[src/inc/cefc_map.vh]
// register map, field layout, reset values and timing constants of the enable and fault control
`ifndef CEFC_MAP_VH
`define CEFC_MAP_VH
`define CEFC_ADDR_W 8
`define CEFC_OFF_OPERATION 8'h00
`define CEFC_OFF_PRI_CFG 8'h04
`define CEFC_OFF_SEC_CFG 8'h08
`define CEFC_OFF_OT_LIMIT 8'h0C
`define CEFC_OFF_OT_HYS 8'h10
`define CEFC_OFF_UT_LIMIT 8'h14
`define CEFC_OFF_RESPONSE 8'h18
`define CEFC_OFF_STATUS 8'h1C
`define CEFC_OFF_TEMP 8'h20
// pin config fields: bit0 honour pin, bit1 positive polarity
`define CEFC_CFG_HONOUR 0
`define CEFC_CFG_POS 1
// response fields: bit0 shut down on over-temp, bit1 shut down on under-temp
`define CEFC_RSP_OT 0
`define CEFC_RSP_UT 1
`define CEFC_RST_OPERATION 1'b1
`define CEFC_RST_PRI_CFG 2'h1
`define CEFC_RST_SEC_CFG 2'h0
`define CEFC_RST_OT_LIMIT 16'h0078
`define CEFC_RST_OT_HYS 16'h000A
`define CEFC_RST_UT_LIMIT 16'hFFD8
`define CEFC_RST_RESPONSE 2'h3
// status bits
`define CEFC_ST_RUN 0
`define CEFC_ST_OT 1
`define CEFC_ST_UT 2
`define CEFC_ST_SC 3
`define CEFC_ST_OV 4
`define CEFC_ST_HICCUP 5
`define CEFC_ST_SOFT 6
`define CEFC_ST_W 7
// timing
`define CEFC_CLK_MHZ 100
`define CEFC_RESTART_MS 100
`define CEFC_HICCUP_MS 200
`define CEFC_SOFT_MS 10
`define CEFC_CYC_PER_MS (`CEFC_CLK_MHZ * 1000)
`define CEFC_RESP_OK 2'b00
`define CEFC_RESP_SLVERR 2'b10
`endif

[src/design/cefc_delay.v]
// per-pin request filter: polarity, ignore and restart delay on level changes
`timescale 1ns/1ps
`include "cefc_map.vh"
module cefc_delay #(
  parameter DELAY_CYC = 32'd10000000
) (
  // clock and reset
  input wire clock,
  input wire rstn,
  // synchronised pin and config
  input wire pin_sync,
  input wire honour,
  input wire pos_pol,
  // filtered request
  output reg req_on_q
);
  reg [31:0] cnt_q;
  reg raw_last_q;
  wire raw_on;
  // ignored pin always requests on; polarity picks the active level
  assign raw_on = !honour | (pos_pol ? pin_sync : !pin_sync); // RL7 RL8 RL10
  // a change restarts the delay; output follows only after it expires
  always @(posedge clock) begin
    if (!rstn) begin
      cnt_q <= 32'h0000_0000;
      raw_last_q <= 1'b0;
      req_on_q <= 1'b0;
    end else begin
      raw_last_q <= raw_on;
      if (raw_on != raw_last_q) begin
        cnt_q <= DELAY_CYC; // RL12
      end else if (cnt_q != 32'h0000_0000) begin
        cnt_q <= cnt_q - 32'h0000_0001;
        if (cnt_q == 32'h0000_0001) begin
          req_on_q <= raw_last_q; // RL12
        end
      end else begin
        req_on_q <= raw_last_q;
      end
    end
  end
endmodule

[src/design/cefc_top.v]
// enable combination, thermal, short-circuit hiccup and overvoltage control with AXI4-Lite regs
// Operation
// RL1: over-temperature at shutdown point powers the output down
// RL2: restart after over-temp only below limit minus hysteresis
// RL3: host sets temp limits, responses and hysteresis over the bus
// RL4: peak current in short-circuit range turns switching outputs off
// RL5: after short-circuit wait long timeout, then normal start with soft start
// RL6: hiccup repeats while fault persists; resume normal once cleared
// RL7: negative polarity: low requests on, open or high requests off
// RL8: positive polarity: open or high requests on, low requests off
// RL9: primary pin config honoured by default; pin must assert to start
// RL10: secondary pin ignored by default; ignored pin always requests on
// RL11: run only while both pins and host operation all request on
// RL12: enable pin change applies 100 ms delay before on or off
// RL13: overvoltage sensed at output power pin shuts output down
// RL14: combined enable re-evaluated every cycle; off starts shutdown at once
`timescale 1ns/1ps
`include "cefc_map.vh"
module cefc_top #(
  parameter RESTART_CYC = `CEFC_RESTART_MS * `CEFC_CYC_PER_MS,
  parameter HICCUP_CYC = `CEFC_HICCUP_MS * `CEFC_CYC_PER_MS,
  parameter SOFT_CYC = `CEFC_SOFT_MS * `CEFC_CYC_PER_MS
) (
  // clock and reset
  input wire clock,
  input wire rstn,
  // enable pins, high means open or pulled high
  input wire enable1_pin,
  input wire enable2_pin,
  // analog comparators and temperature sample
  input wire sc_peak_pin,
  input wire ovp_vout_pin,
  input wire [15:0] temp_code,
  // converter control
  output reg switch_en_q,
  output reg soft_start_q,
  // axi4-lite write address
  input wire [7:0] s_axi_awaddr,
  input wire s_axi_awvalid,
  output reg s_axi_awready,
  // axi4-lite write data
  input wire [31:0] s_axi_wdata,
  input wire [3:0] s_axi_wstrb,
  input wire s_axi_wvalid,
  output reg s_axi_wready,
  // axi4-lite write response
  output reg [1:0] s_axi_bresp,
  output reg s_axi_bvalid,
  input wire s_axi_bready,
  // axi4-lite read address
  input wire [7:0] s_axi_araddr,
  input wire s_axi_arvalid,
  output reg s_axi_arready,
  // axi4-lite read data
  output reg [31:0] s_axi_rdata,
  output reg [1:0] s_axi_rresp,
  output reg s_axi_rvalid,
  input wire s_axi_rready
);
  // power states; spare codes fall back to off
  localparam ST_OFF = 3'd0;
  localparam ST_SOFT = 3'd1;
  localparam ST_RUN = 3'd2;
  localparam ST_HICCUP = 3'd3;
  localparam ST_THERM = 3'd4;

  // host settings, each rewritten whole by a bus write
  reg operation_q;
  reg [1:0] pri_cfg_q;
  reg [1:0] sec_cfg_q;
  reg [15:0] ot_limit_q;
  reg [15:0] ot_hys_q;
  reg [15:0] ut_limit_q;
  reg [1:0] response_q;
  // sequencing state and fault bits, sticky except the under-temp flag
  reg [2:0] state_q;
  reg [31:0] tmr_q;
  reg ot_flag_q;
  reg ut_flag_q;
  reg sc_seen_q;
  reg ov_seen_q;
  // two-flop chains for the asynchronous pins
  reg [1:0] en1_s_q;
  reg [1:0] en2_s_q;
  reg [1:0] sc_s_q;
  reg [1:0] ov_s_q;
  // write halves held until both have arrived
  reg [7:0] awaddr_q;
  reg [31:0] wdata_q;
  reg aw_have_q;
  reg w_have_q;
  // filtered requests and fault decode
  wire req1_on;
  wire req2_on;
  wire enable_all;
  wire sc_now;
  wire ov_now;
  wire signed [15:0] temp_s;
  wire signed [15:0] ot_lim_s;
  wire signed [15:0] ut_lim_s;
  wire signed [16:0] recover_s;
  wire ot_trip;
  wire ot_clear;
  wire ut_trip;
  wire therm_block;
  wire wr_go;

  // two flops on every pin input
  always @(posedge clock) begin
    if (!rstn) begin
      en1_s_q <= 2'b00;
      en2_s_q <= 2'b00;
      sc_s_q <= 2'b00;
      ov_s_q <= 2'b00;
    end else begin
      en1_s_q <= {en1_s_q[0], enable1_pin};
      en2_s_q <= {en2_s_q[0], enable2_pin};
      sc_s_q <= {sc_s_q[0], sc_peak_pin};
      ov_s_q <= {ov_s_q[0], ovp_vout_pin};
    end
  end
  assign sc_now = sc_s_q[1];
  assign ov_now = ov_s_q[1]; // RL13

  // one filter per pin; primary honoured, secondary ignored out of reset
  cefc_delay #(.DELAY_CYC(RESTART_CYC)) u_pri (
    .clock(clock),
    .rstn(rstn),
    .pin_sync(en1_s_q[1]),
    .honour(pri_cfg_q[`CEFC_CFG_HONOUR]), // RL9
    .pos_pol(pri_cfg_q[`CEFC_CFG_POS]),
    .req_on_q(req1_on)
  );
  cefc_delay #(.DELAY_CYC(RESTART_CYC)) u_sec (
    .clock(clock),
    .rstn(rstn),
    .pin_sync(en2_s_q[1]),
    .honour(sec_cfg_q[`CEFC_CFG_HONOUR]), // RL10
    .pos_pol(sec_cfg_q[`CEFC_CFG_POS]),
    .req_on_q(req2_on)
  );
  assign enable_all = req1_on & req2_on & operation_q; // RL11 RL14

  // thermal compare, signed codes; recovery point widened to avoid wrap
  assign temp_s = temp_code;
  assign ot_lim_s = ot_limit_q;
  assign ut_lim_s = ut_limit_q;
  assign recover_s = {ot_lim_s[15], ot_lim_s} - {1'b0, ot_hys_q};
  assign ot_trip = response_q[`CEFC_RSP_OT] & (temp_s >= ot_lim_s); // RL1
  // concatenation drops signedness; cast so readings below zero compare right
  assign ot_clear = ($signed({temp_s[15], temp_s}) < recover_s); // RL2
  assign ut_trip = response_q[`CEFC_RSP_UT] & (temp_s <= ut_lim_s);
  assign therm_block = (ot_flag_q & !ot_clear) | ut_trip;

  // thermal fault flags: over-temp latches until below recovery point
  always @(posedge clock) begin
    if (!rstn) begin
      ot_flag_q <= 1'b0;
      ut_flag_q <= 1'b0;
    end else begin
      if (ot_trip) begin
        ot_flag_q <= 1'b1; // RL1
      end else if (ot_clear) begin
        ot_flag_q <= 1'b0; // RL2
      end
      ut_flag_q <= ut_trip;
    end
  end

  // power state machine; hiccup loops while short persists
  always @(posedge clock) begin
    if (!rstn) begin
      state_q <= ST_OFF;
      tmr_q <= 32'h0000_0000;
      switch_en_q <= 1'b0;
      soft_start_q <= 1'b0;
      sc_seen_q <= 1'b0;
      ov_seen_q <= 1'b0;
    end else begin
      if (tmr_q != 32'h0000_0000) begin
        tmr_q <= tmr_q - 32'h0000_0001;
      end
      if (ov_now) begin
        ov_seen_q <= 1'b1;
      end
      case (state_q)
        ST_OFF: begin
          switch_en_q <= 1'b0;
          soft_start_q <= 1'b0;
          if (enable_all && !therm_block && !ot_trip && !ov_now) begin
            state_q <= ST_SOFT;
            tmr_q <= SOFT_CYC;
            switch_en_q <= 1'b1;
            soft_start_q <= 1'b1;
            ov_seen_q <= 1'b0;
          end
        end
        // off requests win over faults; every off and fault branch drops switching at once
        ST_SOFT, ST_RUN: begin
          if (!enable_all) begin
            state_q <= ST_OFF; // RL14
            switch_en_q <= 1'b0;
            soft_start_q <= 1'b0;
          end else if (ov_now) begin
            state_q <= ST_OFF; // RL13
            switch_en_q <= 1'b0;
            soft_start_q <= 1'b0;
          end else if (ot_trip || ut_trip) begin
            state_q <= ST_THERM; // RL1
            switch_en_q <= 1'b0;
            soft_start_q <= 1'b0;
          end else if (sc_now) begin
            state_q <= ST_HICCUP; // RL4
            tmr_q <= HICCUP_CYC; // RL5
            switch_en_q <= 1'b0;
            soft_start_q <= 1'b0;
            sc_seen_q <= 1'b1;
          end else if (state_q == ST_SOFT && tmr_q == 32'h0000_0001) begin
            state_q <= ST_RUN;
            soft_start_q <= 1'b0;
            sc_seen_q <= 1'b0; // RL6
          end
        end
        ST_HICCUP: begin
          switch_en_q <= 1'b0;
          if (!enable_all) begin
            state_q <= ST_OFF;
          end else if (ov_now || ot_trip || therm_block) begin
            // another fault ends the loop; off restarts only once it clears
            state_q <= ST_OFF; // RL1 RL13
          end else if (tmr_q == 32'h0000_0001) begin
            state_q <= ST_SOFT; // RL5 RL6
            tmr_q <= SOFT_CYC;
            switch_en_q <= 1'b1;
            soft_start_q <= 1'b1;
          end
        end
        ST_THERM: begin
          switch_en_q <= 1'b0;
          soft_start_q <= 1'b0;
          // leave once under-temp clears and, after over-temp, only below the recovery point; off then restarts normally
          if (!therm_block && !ot_trip) begin
            state_q <= ST_OFF; // RL2
          end
        end
        default: begin
          state_q <= ST_OFF;
          switch_en_q <= 1'b0;
          soft_start_q <= 1'b0;
        end
      endcase
    end
  end

  // write channel: address and data taken in either order, response after both
  assign wr_go = aw_have_q & w_have_q & !s_axi_bvalid;
  always @(posedge clock) begin
    if (!rstn) begin
      s_axi_awready <= 1'b0;
      s_axi_wready <= 1'b0;
      s_axi_bvalid <= 1'b0;
      s_axi_bresp <= `CEFC_RESP_OK;
      aw_have_q <= 1'b0;
      w_have_q <= 1'b0;
      awaddr_q <= 8'h00;
      wdata_q <= 32'h0000_0000;
      operation_q <= `CEFC_RST_OPERATION;
      pri_cfg_q <= `CEFC_RST_PRI_CFG;
      sec_cfg_q <= `CEFC_RST_SEC_CFG;
      ot_limit_q <= `CEFC_RST_OT_LIMIT;
      ot_hys_q <= `CEFC_RST_OT_HYS;
      ut_limit_q <= `CEFC_RST_UT_LIMIT;
      response_q <= `CEFC_RST_RESPONSE;
    end else begin
      s_axi_awready <= !aw_have_q && !s_axi_awready && s_axi_awvalid;
      s_axi_wready <= !w_have_q && !s_axi_wready && s_axi_wvalid;
      if (s_axi_awvalid && s_axi_awready) begin
        aw_have_q <= 1'b1;
        awaddr_q <= s_axi_awaddr;
      end
      if (s_axi_wvalid && s_axi_wready) begin
        w_have_q <= 1'b1;
        wdata_q <= s_axi_wdata;
      end
      if (s_axi_bvalid && s_axi_bready) begin
        s_axi_bvalid <= 1'b0;
      end
      // byte strobes ignored; all fields sit in the low bytes
      if (wr_go) begin
        aw_have_q <= 1'b0;
        w_have_q <= 1'b0;
        s_axi_bvalid <= 1'b1;
        s_axi_bresp <= `CEFC_RESP_OK;
        case (awaddr_q)
          `CEFC_OFF_OPERATION: operation_q <= wdata_q[0];
          `CEFC_OFF_PRI_CFG: pri_cfg_q <= wdata_q[1:0];
          `CEFC_OFF_SEC_CFG: sec_cfg_q <= wdata_q[1:0];
          `CEFC_OFF_OT_LIMIT: ot_limit_q <= wdata_q[15:0]; // RL3
          `CEFC_OFF_OT_HYS: ot_hys_q <= wdata_q[15:0]; // RL3
          `CEFC_OFF_UT_LIMIT: ut_limit_q <= wdata_q[15:0]; // RL3
          `CEFC_OFF_RESPONSE: response_q <= wdata_q[1:0]; // RL3
          // read-only offsets accept the write and keep nothing
          `CEFC_OFF_STATUS: s_axi_bresp <= `CEFC_RESP_OK;
          `CEFC_OFF_TEMP: s_axi_bresp <= `CEFC_RESP_OK;
          default: s_axi_bresp <= `CEFC_RESP_SLVERR;
        endcase
      end
    end
  end

  // read channel: one read at a time, data one cycle after address
  always @(posedge clock) begin
    if (!rstn) begin
      s_axi_arready <= 1'b0;
      s_axi_rvalid <= 1'b0;
      s_axi_rdata <= 32'h0000_0000;
      s_axi_rresp <= `CEFC_RESP_OK;
    end else begin
      s_axi_arready <= !s_axi_arready && !s_axi_rvalid && s_axi_arvalid;
      if (s_axi_rvalid && s_axi_rready) begin
        s_axi_rvalid <= 1'b0;
      end
      if (s_axi_arvalid && s_axi_arready) begin
        s_axi_rvalid <= 1'b1;
        s_axi_rresp <= `CEFC_RESP_OK;
        s_axi_rdata <= 32'h0000_0000;
        case (s_axi_araddr)
          `CEFC_OFF_OPERATION: s_axi_rdata <= {31'h0000_0000, operation_q};
          `CEFC_OFF_PRI_CFG: s_axi_rdata <= {30'h0000_0000, pri_cfg_q};
          `CEFC_OFF_SEC_CFG: s_axi_rdata <= {30'h0000_0000, sec_cfg_q};
          `CEFC_OFF_OT_LIMIT: s_axi_rdata <= {16'h0000, ot_limit_q};
          `CEFC_OFF_OT_HYS: s_axi_rdata <= {16'h0000, ot_hys_q};
          `CEFC_OFF_UT_LIMIT: s_axi_rdata <= {16'h0000, ut_limit_q};
          `CEFC_OFF_RESPONSE: s_axi_rdata <= {30'h0000_0000, response_q};
          `CEFC_OFF_STATUS: s_axi_rdata <= {25'h000_0000, soft_start_q,
            (state_q == ST_HICCUP), ov_seen_q, sc_seen_q, ut_flag_q, ot_flag_q,
            switch_en_q};
          `CEFC_OFF_TEMP: s_axi_rdata <= {16'h0000, temp_code};
          // unmapped offsets return zero data with an error
          default: s_axi_rresp <= `CEFC_RESP_SLVERR;
        endcase
      end
    end
  end
endmodule

[config.mk]
export PLATFORM = sky130hd
export DESIGN_NAME = cefc_top
export DESIGN_NICKNAME = d
export VERILOG_FILES = /design/src/design/cefc_delay.v /design/src/design/cefc_top.v
export VERILOG_INCLUDE_DIRS = /design/src /design/src/inc
export SDC_FILE = /design/constraint.sdc
export NUM_CORES = 1
export LEC_CHECK = 0
export ABC_AREA = 0
export BUFFER_PORTS_ARGS = -buffer_cell sky130_fd_sc_hd__buf_2
export CAP_MARGIN = 10
export CORE_AREA = 2 2 166 208
export CTS_BUF_LIST = sky130_fd_sc_hd__clkbuf_4
export DETAILED_ROUTE_END_ITERATION = 8
export DIE_AREA = 0 0 168 210
export HOLD_SLACK_MARGIN = 0.02
export SKIP_LAST_GASP = 1
export SYNTH_ARGS = -nofsm -noshare
export SYNTH_HDL_FRONTEND = slang
export SYNTH_SLANG_ARGS = --single-unit
[constraint.sdc]
create_clock -name clock -period 5.2 [get_ports clock]
set_clock_uncertainty 0.05 [all_clocks]
set_input_delay 0.26 -clock clock [delete_from_list [all_inputs] [get_ports clock]]
set_output_delay 0.26 -clock clock [all_outputs]
set_load 0.02 [all_outputs]
# == After elaboration in Yosys (flattened, before gate mapping) ==
# Index checks and enable logic that the tools add are counted.
# totals
ff_bits,239
inputBits,79
out_inout_bits,43
elab_cells,222
# op_classes
add_sub_neg,4
order_cmp,3
n_eq_ne,35
mux,62
bitwise,15
n_reduce_logical,64
# ops
operator,n
two-way mux 32 bit,9
case mux 16 bit (9 select lines),1
== test 32 x 1 -> 1 bit (second input constant),3
two-way mux 24 bit,4
case mux 32 bit (3 select lines),1
nonzero test 32 bit,3
subtractor 32 x 1 -> 32 bit (second input constant),3
== test 8 x 5 -> 1 bit (second input constant),8
== test 8 x 4 -> 1 bit (second input constant),4
two-way mux 1 bit,32
two-way mux 3 bit,10
AND reduction 2 bit,9
OR reduction 9 bit,2
less-than comparator 16 x 17 -> 1 bit,1
subtractor 17 x 16 -> 17 bit,1
== test 8 x 3 -> 1 bit (second input constant),2
== test 8 x 6 -> 1 bit (second input constant),2
greater-or-equal comparator 16 bit,1
less-or-equal comparator 16 bit,1
logical AND 1 bit,16
zero test 8 bit,2
zero test 1 bit,15
inequality test 2 bit (second input constant),7
case mux 3 bit (4 select lines),1
other kinds (18),45

# == Logic depth before layout (Yosys ltp) ==
# Gate-level depths: netlist of run 1.
# logic_depth
depth_word,11
mapped_depth,23
depth_no_buf,22

# == By module ==
# From an unflattened synthesis of run 1, not the netlist that was laid out.
# hier_totals
hier_cells,1498
area_unflattened_um2,12298.0
# by_module_without_submodules
module,n_inst,cells_each,area_each_um2
cefc_top,1,1066,8541.9
cefc_delay,2,216,1878.1

# == Worst setup path before layout of run 1 ==
# Ideal clock, no wire load.
# synth_path
path_type,reg-to-reg
startpoint,register ot_hys_q[1]
endpoint,register tmr_q[12]
arrival_time_ps,4286
slack_ps,750
path_stages_with_launch,22
period_less_slack_ps,4450
path_cell_list,dfxtp_1 inv_1 ha_1 nor2b_1 o21a_1 o21ai_0 a211oi_1 a41o_1 o41ai_1 o2111ai_1 a21oi_1 xor2_1 ha_1 nor3b_1 o31ai_1 a31oi_1 a31oi_1 nand4_1 a211o_1 o211ai_2 buf_4 nor2_1
# synth_between
elab_chain_len,11
elab_cells_between_ends,14
classes_between,1 x add/sub; 1 x order compare; 4 x mux; 2 x bitwise; 6 x reduce/logical
# synth_rtl
element,line,rtl
"start, declared",cefc_top.v:72,reg [15:0] ot_hys_q;
"start signal, assigned",cefc_top.v:271,ot_hys_q <= `CEFC_RST_OT_HYS;
"start signal, assigned",cefc_top.v:299,`CEFC_OFF_OT_HYS: ot_hys_q <= wdata_q[15:0];
subtractor 17 x 16 -> 17 bit (*),cefc_top.v:148,"assign recover_s = {ot_lim_s[15], ot_lim_s} - {1'b0, ot_hys_q};"
less-than comparator 16 x 17 -> 1 bit (*),cefc_top.v:151,"assign ot_clear = ($signed({temp_s[15], temp_s}) < recover_s);"
zero test 1 bit (*),cefc_top.v:153,assign therm_block = (ot_flag_q & !ot_clear) | ut_trip;
bitwise AND 1 bit (*),cefc_top.v:153,
OR 1 bit (*),cefc_top.v:153,
zero test 1 bit,cefc_top.v:190,if (enable_all && !therm_block && !ot_trip && !ov_now) begin
logical AND 1 bit (3 in a row),cefc_top.v:190,
two-way mux 32 bit,cefc_top.v:190,
case mux 32 bit (3 select lines) (*),cefc_top.v:186,case (state_q)
"end signal, assigned",cefc_top.v:181,tmr_q <= tmr_q - 32'h0000_0001;
"end, declared",cefc_top.v:77,reg [31:0] tmr_q;
# Every way passes the cells marked *; elsewhere a longest branch is shown, timed or not.
# A chain may end at the register's enable or synchronous reset.

# == Final worst setup path of run 1 ==
# layout_path
startpoint,register ot_hys_q[2]
endpoint,register tmr_q[20]
# Same word-level chain as after synthesis.

==> results of run 1 <==
[through the flow]
step	utilization	power, mW
finish	0.409	4.67
global route	0.409	5.01
CTS	0.408	4.73
detailed placement	0.368	3.15
global placement	0.368	3.13
floorplan	-	2.92
[final timing paths]
check / start / slack [ns] / endpoint / cells past startpoint
setup / recovery: ot_hys_q[2]$_SDFFE_PN0P_ / 0.34 / tmr_q[20]$_SDFF_PN0_ / 21
hold / removal: temp_code[13] / 0.08 / s_axi_rdata[13]$_SDFFE_PN0P_ / 5
setup reg to reg: ot_hys_q[2]$_SDFFE_PN0P_ / 0.34 / tmr_q[20]$_SDFF_PN0_ / 21
hold reg to reg: sc_s_q[0]$_SDFF_PN0_ / 0.36 / sc_s_q[1]$_SDFF_PN0_ / 1
[where the power goes]
group / switching [mW] / internal, mW / total [mW]
Clock: 0.718 / 0.809 / 1.53
Sequential: 0.159 / 1.85 / 2.01
Combinational: 0.644 / 0.492 / 1.14
Total: 1.52 / 3.15 / 4.67
[area by class of cell]
cell class	instances	area, um^2	area share
antenna	3	7.51	0.000551
clock buffer	87	653	0.0479
clock inverter	15	88.8	0.00652
inverter	65	245	0.0180
multi-input combinational	1077	6620	0.486
sequential	221	4420	0.325
tap	423	529	0.0388
timing repair buffer	149	1060	0.0780
[critical path, stage by stage (launching register included)]
cell and delay [ns]:
sky130_fd_sc_hd__dfxtp_1 0.35, sky130_fd_sc_hd__inv_1 0.06, sky130_fd_sc_hd__ha_1 0.33, sky130_fd_sc_hd__nor2b_1 0.16, sky130_fd_sc_hd__o31a_1 0.27, sky130_fd_sc_hd__o211ai_1 0.18, sky130_fd_sc_hd__nand2_1 0.10, sky130_fd_sc_hd__a31oi_1 0.23
sky130_fd_sc_hd__a21oi_1 0.17, sky130_fd_sc_hd__a41oi_1 0.36, sky130_fd_sc_hd__nor3b_1 0.10, sky130_fd_sc_hd__a211o_1 0.28, sky130_fd_sc_hd__ha_1 0.30, sky130_fd_sc_hd__nor2b_1 0.13, sky130_fd_sc_hd__o21ai_0 0.11, sky130_fd_sc_hd__o31ai_1 0.30
sky130_fd_sc_hd__a31oi_2 0.12, sky130_fd_sc_hd__a31oi_2 0.26, sky130_fd_sc_hd__and2_1 0.25, sky130_fd_sc_hd__and3_1 0.26, sky130_fd_sc_hd__nand2b_2 0.23, sky130_fd_sc_hd__o21ai_0 0.12
[routing by layer]
| layer | wire length [um] | GRT usage | vias to the layer above |
|---|---|---|---|
| li1 | - | - | 5244 |
| met2 | 14500 | 0.300 | 282 |
| met3 | 1680 | 0.0276 | 58 |
| met5 | 0 | 0 | - |
| met1 | 13700 | 0.220 | 4879 |
| met4 | 954 | 0.0762 | 0 |
[state kept, by name (all words and copies together) (netlist names), 2 cells and up]
| register | flops |
|---|---|
| u_pri.cnt_q | 32 |
| awaddr_q | 8 |
| ov_s_q | 2 |
| tmr_q | 32 |
| s_axi_rdata | 16 |
| ot_lim_s | 16 |
| state_q | 3 |
| response_q | 2 |
| pri_cfg_q | 2 |
| ut_lim_s | 16 |
| u_sec.cnt_q | 32 |
| wdata_q | 16 |
| en1_s_q | 2 |
| ot_hys_q | 16 |
| sec_cfg_q | 2 |
| sc_s_q | 2 |
| en2_s_q | 2 |
[timing repair]
action	4_1_cts	5_1_grt
hold buffers	56	0
pin swaps	0	1
setup endpoints to repair	2	27
buffers inserted	0	1
resized for setup	1	4
endpoints found under the hold margin	50	0
[placed cells by master, fill, tap and decap left out, types with 5 or more instances in the layout]
cell type                         n
sky130_fd_sc_hd__a22oi_1          7
sky130_fd_sc_hd__a21o_1           6
sky130_fd_sc_hd__o211ai_1        22
sky130_fd_sc_hd__nor3b_1          6
sky130_fd_sc_hd__ha_1            71
sky130_fd_sc_hd__xor2_1          44
sky130_fd_sc_hd__nand3b_1        11
sky130_fd_sc_hd__or3_1           18
sky130_fd_sc_hd__buf_4            9
sky130_fd_sc_hd__dfxtp_1        221
sky130_fd_sc_hd__o21ai_0         36
sky130_fd_sc_hd__and2_1          13
sky130_fd_sc_hd__a31oi_1          9
sky130_fd_sc_hd__clkinv_1        11
sky130_fd_sc_hd__nor3_2           6
sky130_fd_sc_hd__nor3_1          38
sky130_fd_sc_hd__nor2b_1         13
sky130_fd_sc_hd__nand2b_1         8
sky130_fd_sc_hd__nand3_1         36
sky130_fd_sc_hd__and3_1           9
sky130_fd_sc_hd__a221oi_1         7
sky130_fd_sc_hd__buf_2           83
sky130_fd_sc_hd__conb_1          18
sky130_fd_sc_hd__inv_1           64
sky130_fd_sc_hd__xnor2_1         50
sky130_fd_sc_hd__nand2_1        212
sky130_fd_sc_hd__nor4_1          22
sky130_fd_sc_hd__clkbuf_4        87
sky130_fd_sc_hd__nand4_1          9
sky130_fd_sc_hd__or4_1            7
sky130_fd_sc_hd__a21oi_1        143
sky130_fd_sc_hd__a211oi_1         7
sky130_fd_sc_hd__or2_2            5
sky130_fd_sc_hd__a222oi_1         9
sky130_fd_sc_hd__mux2i_1          6
sky130_fd_sc_hd__nor2_1         157
sky130_fd_sc_hd__dlygate4sd3_1   56
[kinds of logic after synthesis]
group / after synthesis / share of synthesized area
adder cells (fa/ha/maj): 72 / 0.0788
buffers and inverters: 135 / 0.0503
multiplexers: 10 / 0.0111
AND/OR/NAND/NOR: 598 / 0.251
flip-flops: 221 / 0.384
AO/OA/AOI/OAI: 285 / 0.153
XOR/XNOR: 94 / 0.0715
other: 1 / 0.000325
==> impl_summary.md, run 1 <==
Power and ir drop
The total leakage power is 5.40 nW. For this design the ratio of total power to cell area is 343 nW/um^2. The maximum vdd drop is 0.181 mV.

Route
In the routed layout, each cell is associated on average with a via count of 5.13. The number of detailed-routing iterations run before antenna repair is 5. The count of nets left with antenna violations once routing finished came out at 0. For this block, the routed nets add up to 30,900 um of wire. The number of DRC violations after detailed routing is 0. The via count is 10,463. The average wire per standard cell is 15.1 um. The first routing iteration left 618 violations.

Synth
Counting distinct cell types in the post-synthesis netlist gives 74. The synthesized design contains 0 enable-type register cells. The part of the Yosys area used for sequential elements is 0.384. In the synthesized netlist the async set-or-reset flop fraction comes to 0. The library cell with the largest summed area after synthesis is sky130_fd_sc_hd__dfxtp_1. After synthesis the cells add up to 11,500 um^2. Yosys attributes the largest share of cell area to sky130_fd_sc_hd__dfxtp_1, sky130_fd_sc_hd__ha_1, sky130_fd_sc_hd__nand2_1. The post-synthesis sequential element count is 221.

The post-synthesis area per instance is 8.14 um^2. Of the post-synthesis cell area, the dominant cell type holds 0.384. The most used flip-flop cell after synthesis is sky130_fd_sc_hd__dfxtp_1.

The commonest cells after synthesis are sky130_fd_sc_hd__dfxtp_1, sky130_fd_sc_hd__nand2_1, sky130_fd_sc_hd__nor2_1, sky130_fd_sc_hd__a21oi_1, sky130_fd_sc_hd__ha_1. Synthesis handed over a netlist of 1,416 instances. The cell with the most instances after synthesis is sky130_fd_sc_hd__dfxtp_1. The synthesis warning total is 0.

Timing
Setup repair after global routing left no endpoint under its margin. In the finished design, the share of the clock period the worst path needs comes to 0.934. The pin slew with the least headroom to its limit is 1.08 ns. Summed over all failing endpoints, the final setup total negative slack is 0 ns.

The worst slew margin relative to its limit is 0.283. Setup violations remaining at the end of the flow were counted as 0. The number of max-slew violations in the final report is 0. Across all hold checks on the routed design, the worst slack comes to 0.0807 ns. The number of hold-slack violations in the final timing report was 0. The minimum setup slack in the final design is 0.345 ns.

The post-layout minimum cycle time is 4.86 ns. Based on the critical path, the design can be clocked at up to 0.206 GHz.

Worst setup path
The worst setup path is launched from a flop. The kind of critical path is reg -> reg. At the worst endpoint, the required time is 5.76 ns. The arrival time of data at the critical path endpoint is 5.41 ns. STA classifies the critical path endpoint as a flop. The maximum fanout count along the critical path is 7.

Placed design
Routability-driven placement finished with a final weighted congestion of 0.914. The number of placed instances, taps included, is 1,878. The setup slack at placement is 0.0102 ns. The total placed instance area is 12,300 um^2.

Summed over all nets, the half-perimeter wirelength after detailed placement is 22,000 um. The number of buffers added on ports is 83.

Final layout
The area growth from synthesis to layout is 18.3%. Once layout is done, the placed cells without fillers occupy 13,600 um^2. The count of cells in the finished layout, fillers not included, comes to 2,040.

Counting the fill cells in the layout gives 3,395. The final layout net count is 1,723. Of the cells placed in the final design, the portion with a size suffix greater than 1 is 0.136.

Floorplan
Measured along the y axis, the die boundary spans 210 um. The cell row count is 75. The die is 168 um wide.

The number of primary I/O pins is 122. The die outline area is 35,300 um^2. The initial utilization of the core area, before any placement, comes to 0.346. In this run the standard cell core region covers 33,300 um^2.

Clock tree
The clock root buffer master is sky130_fd_sc_hd__clkbuf_4. The insertion delay of the later-clocked pin in the worst-skew pair is 0.74 ns. For this design, the sink count on the clock tree is 221. The H-tree was split into 2 levels.

Clock-pin slew was measured on the worst setup and hold paths at 0.06 ns. The CTS tree is yes. The longest clock path from root to sink contains 3 buffers. In this run, CTS created clock tree buffers numbering 58.

Job
The reported max-cap violation count is 0.

Global route
The first global-routing pass estimated 50,700 um of wire. Entering global routing, the biggest net connects 63 pins. The number of antenna violations at the first check in global routing was 3. The number of global-route vias before repair is 10,095. The total congestion overflow is 0. In the global route stage, overall resource usage came out at 0.176.

Status
The run finished with clean final reports.

Worst hold path
The type of the most critical hold path is in -> reg.
(Power assumes the default switching activity.)
==> inputs of run 2 (changes only) <==
--- a/config.mk
+++ b/config.mk
@@ -14,6 +14,7 @@
 export DETAILED_ROUTE_END_ITERATION = 8
 export DIE_AREA = 0 0 168 210
 export HOLD_SLACK_MARGIN = 0.02
+export RECOVER_POWER = 100
 export SKIP_LAST_GASP = 1
 export SYNTH_ARGS = -nofsm -noshare
 export SYNTH_HDL_FRONTEND = slang
==> run 2 against run 1 <==
Via count fell by 0.17%; design area fell by 0.87%; the run now ends with capacitance limit, slew limit left; setup slack got worse by 0.022 ns; cell count did not move.
==> impl_summary.md, run 2 (synthesis results as in run 1) <==
Final layout
The area of all sequential standard cells came to 4420 um^2 (unchanged). The area of combinational cells with multiple inputs is 6540 um^2 (-1.1%). The share of the core filled with cells is 0.406 (-0.00357).

The library cell used most frequently in the layout, excluding fill and tap cells, is sky130_fd_sc_hd__dfxtp_1. The largest registers in the layout are tmr_q (32), u_pri.cnt_q (32), u_sec.cnt_q (32). Compared with the post-synthesis result, the final layout area differs by 17.3%. The ratio of cells with drive above 1 in the final layout is 0.112 (-0.0242).

The total of fill cells in the finished design was 3,428 (+0.97%). The final layout net count is 1,723 (unchanged). Leaving out fill and tap cells, the most frequent cells in the layout are sky130_fd_sc_hd__dfxtp_1, sky130_fd_sc_hd__nand2_1, sky130_fd_sc_hd__nor2_1.

Job
The reported max-cap violation count came to 2 (+2).

Timing
The post-layout minimum cycle time came to 4.88 ns (+0.0219 ns). The setup TNS came to 0 ns (unchanged). The achievable clock frequency is 0.205 GHz (-0.45%). Setup repair after global routing left no endpoint under its margin. The number of max-slew violations in the final report is 103 (+103). The number of setup violations in the final report was 0 (unchanged). The share of the clock period used by the worst path was 0.938 (+0.00420). The pin slew with the least headroom to its limit is 2.38 ns (+1.31 ns).

The number of hold-slack violations in the final timing report came to 0 (unchanged). The worst slew margin relative to its limit was -0.597 (-0.880).

Power and ir drop
The areal power density over the cells is 345 nW/um^2 (+0.56%). The sequential cell fraction of total power is 0.432 (about the same). The clock network fraction of total power is 0.327 (about the same).

The part of the total power dissipated in combinational logic is 0.241 (-0.002). The overall power is 4.66 mW (-0.32%). The total leakage power is 5.24 nW (-3.0%).

The maximum vdd drop came to 0.181 mV (+0.20%). The net switching power came to 1.51 mW (-0.55%). The internal power came to 3.15 mW (-0.21%). The fraction of power spent switching nets is 0.324 (-0.000745).

Status
The checks that failed: capacitance limit, slew limit. The run finished, with violations left.

Global route
The number of global-route vias before repair is 10,095 (unchanged). The number of antenna violations at the first check in global routing is 3 (unchanged). The all-layer global routing usage is 0.176 (unchanged). The maximum number of pins on one net before global-route repair is 63 (unchanged).

The wire length of the first global-routing pass is 50,700 um (unchanged). The total congestion overflow is 0 (unchanged).

Worst setup path
The length in cells of the worst reg-to-reg path is 22 (+4.8%). The beginning of the worst register-to-register path is ot_hys_q[2]$_SDFFE_PN0P_. The worst setup path is captured at a flop. The slack of the worst reg-to-reg path is 0.32 ns (-0.02 ns). The kind of critical path is reg -> reg. The maximum fanout count along the critical path was 18 (+11).

The arrival time of data at the critical path endpoint is 5.44 ns (+0.03 ns). The worst setup path is launched from a flop. In this run the critical register-to-register path is captured at tmr_q[2]$_SDFF_PN0_. The data required time at the worst endpoint came to 5.76 ns (about the same).

Worst hold path
The cell depth of the worst hold path is 5 (unchanged). In this run the most critical hold path is launched from temp_code[9]. The worst hold path terminates at s_axi_rdata[9]$_SDFFE_PN0P_.

In this run the worst hold path is classified as in -> reg.

Placed design
The final estimated routing congestion in global placement is 0.914 (unchanged). The number of buffers added on ports is 83 (unchanged). The placed wire-length estimate after detailed placement is 22,000 um (unchanged).

Route
The number of detailed-routing iterations run before antenna repair is 9 (+4). The first-iteration detailed-routing DRC count was 607 (-1.8%). The post-detailed-route count of antenna-violating nets came to 0 (unchanged).

The average wire per standard cell is 15.1 um (about the same). The post-detailed-route via-to-cell ratio is 5.12 (-0.17%). The final wirelength is 30,800 um (about the same). The via count is 10,445 (-0.17%). The number of DRC violations after detailed routing is 0 (unchanged).

Floorplan
The effective utilization at floorplan is 0.346 (unchanged). The total core area is 33,300 um^2 (unchanged). The die outline area came to 35,300 um^2 (unchanged).

The number of primary I/O pins was 122 (unchanged). The width of the chip is 168 um (unchanged). The cell row count came to 75 (unchanged). The chip height is 210 um (unchanged).

Clock tree
The clock root buffer master is sky130_fd_sc_hd__clkbuf_4. The count of clock tree sinks came to 221 (unchanged). TritonCTS built the clock tree. The clock transition at the registers of the reported paths came to 0.06 ns (about the same). The clock tree buffer depth came to 3 (unchanged). The clock buffer count from CTS is 58 (unchanged). The insertion delay of the later-clocked pin in the worst-skew pair was 0.74 ns (about the same). The number of levels the H-tree was split into is 2 (unchanged).
==> run 2: cell types whose count changed in the layout (fill, tap and decap cells not counted), sizes merged <==
cell	change
buf	-29
clkbuf	+29
clkinv	-1
clkinvlp	+1
==> run 2: area by class of cell <==
cell class	count	share of cell area
Antenna cell	3	0.000556
Clock buffer	87	0.0483
Clock inverter	15	0.00657
Inverter	65	0.0181
Multi-Input combinational cell	1077	0.484
Sequential cell	221	0.327
Tap cell	423	0.0392
Timing Repair Buffer	149	0.0755
==> run 2: through the flow <==
step	hold WS, ns	area [um^2]	setup slack (ns)	instances
floorplan	0.328	11600	0.750	1433
global placement	0.372	12300	0.151	1878
detailed placement	0.370	12300	0.0102	1878
CTS	0.0283	13600	0.182	2036
global route	0.111	13500	0.0331	2040
finish	0.0907	13500	0.323	2040
==> run 2: power groups by stage <==
stage                     sequential (mW)  clock, mW  combinational (mW)
after global routing                 2.04       1.67                1.28
after floorplan                      2.01          0               0.903
after detailed placement             2.05          0                1.10
final                                2.01       1.52                1.12
after global placement               2.04          0                1.08
after CTS                            2.01       1.59                1.14
==> run 2: how the worst max path moves through the flow <==
stage | start | to
final | ot_hys_q[2]$_SDFFE_PN0P_ | tmr_q[2]$_SDFF_PN0_
after global routing | ot_hys_q[2]$_SDFFE_PN0P_ | tmr_q[1]$_SDFF_PN0_
after CTS | ot_hys_q[2]$_SDFFE_PN0P_ | tmr_q[20]$_SDFF_PN0_
after detailed placement | ot_hys_q[2]$_SDFFE_PN0P_ | tmr_q[3]$_SDFF_PN0_
after global placement | ot_lim_s[0]$_SDFFE_PN0P_ | tmr_q[12]$_SDFF_PN0_
after floorplan | ot_hys_q[1]$_SDFFE_PN1P_ | tmr_q[12]$_SDFF_PN0_
==> run 2: what timing repair did <==
| item | in CTS | in global routing |
|---|---|---|
| endpoints found under the setup margin | 2 | 27 |
| hold endpoints to repair | 50 | 0 |
| gates resized for setup | 1 | 4 |
| pin swaps | 0 | 1 |
| hold buffers | 56 | 0 |
| buffers inserted | 0 | 1 |
==> run 2: critical path, stage by stage (launching register included) <==
cell	delay (ns)
sky130_fd_sc_hd__dfxtp_1	0.35
sky130_fd_sc_hd__inv_1	0.06
sky130_fd_sc_hd__ha_1	0.33
sky130_fd_sc_hd__nor2b_1	0.16
sky130_fd_sc_hd__o31a_1	0.27
sky130_fd_sc_hd__o211ai_1	0.19
sky130_fd_sc_hd__nand2_1	0.10
sky130_fd_sc_hd__a31oi_1	0.24
sky130_fd_sc_hd__a21oi_1	0.17
sky130_fd_sc_hd__a41oi_1	0.36
sky130_fd_sc_hd__nor3b_1	0.10
sky130_fd_sc_hd__a211o_1	0.28
sky130_fd_sc_hd__ha_1	0.30
sky130_fd_sc_hd__nor2b_1	0.13
sky130_fd_sc_hd__o21ai_0	0.11
sky130_fd_sc_hd__o31ai_1	0.30
sky130_fd_sc_hd__a31oi_2	0.12
sky130_fd_sc_hd__a31oi_2	0.26
sky130_fd_sc_hd__nand4_1	0.12
sky130_fd_sc_hd__a211o_1	0.35
sky130_fd_sc_hd__o211ai_1	0.15
sky130_fd_sc_hd__buf_12	0.19
sky130_fd_sc_hd__a21oi_1	0.05
==> run 2: per-layer routing <==
layer | part of all wire | vias to the layer above | track usage | wire, um
met5 | 0 | - | 0 | 0
met3 | 0.054 | 62 | 0.0276 | 1670
met4 | 0.031 | 0 | 0.0762 | 963
met1 | 0.45 | 4852 | 0.220 | 13700
met2 | 0.47 | 290 | 0.300 | 14500
li1 | - | 5241 | - | -
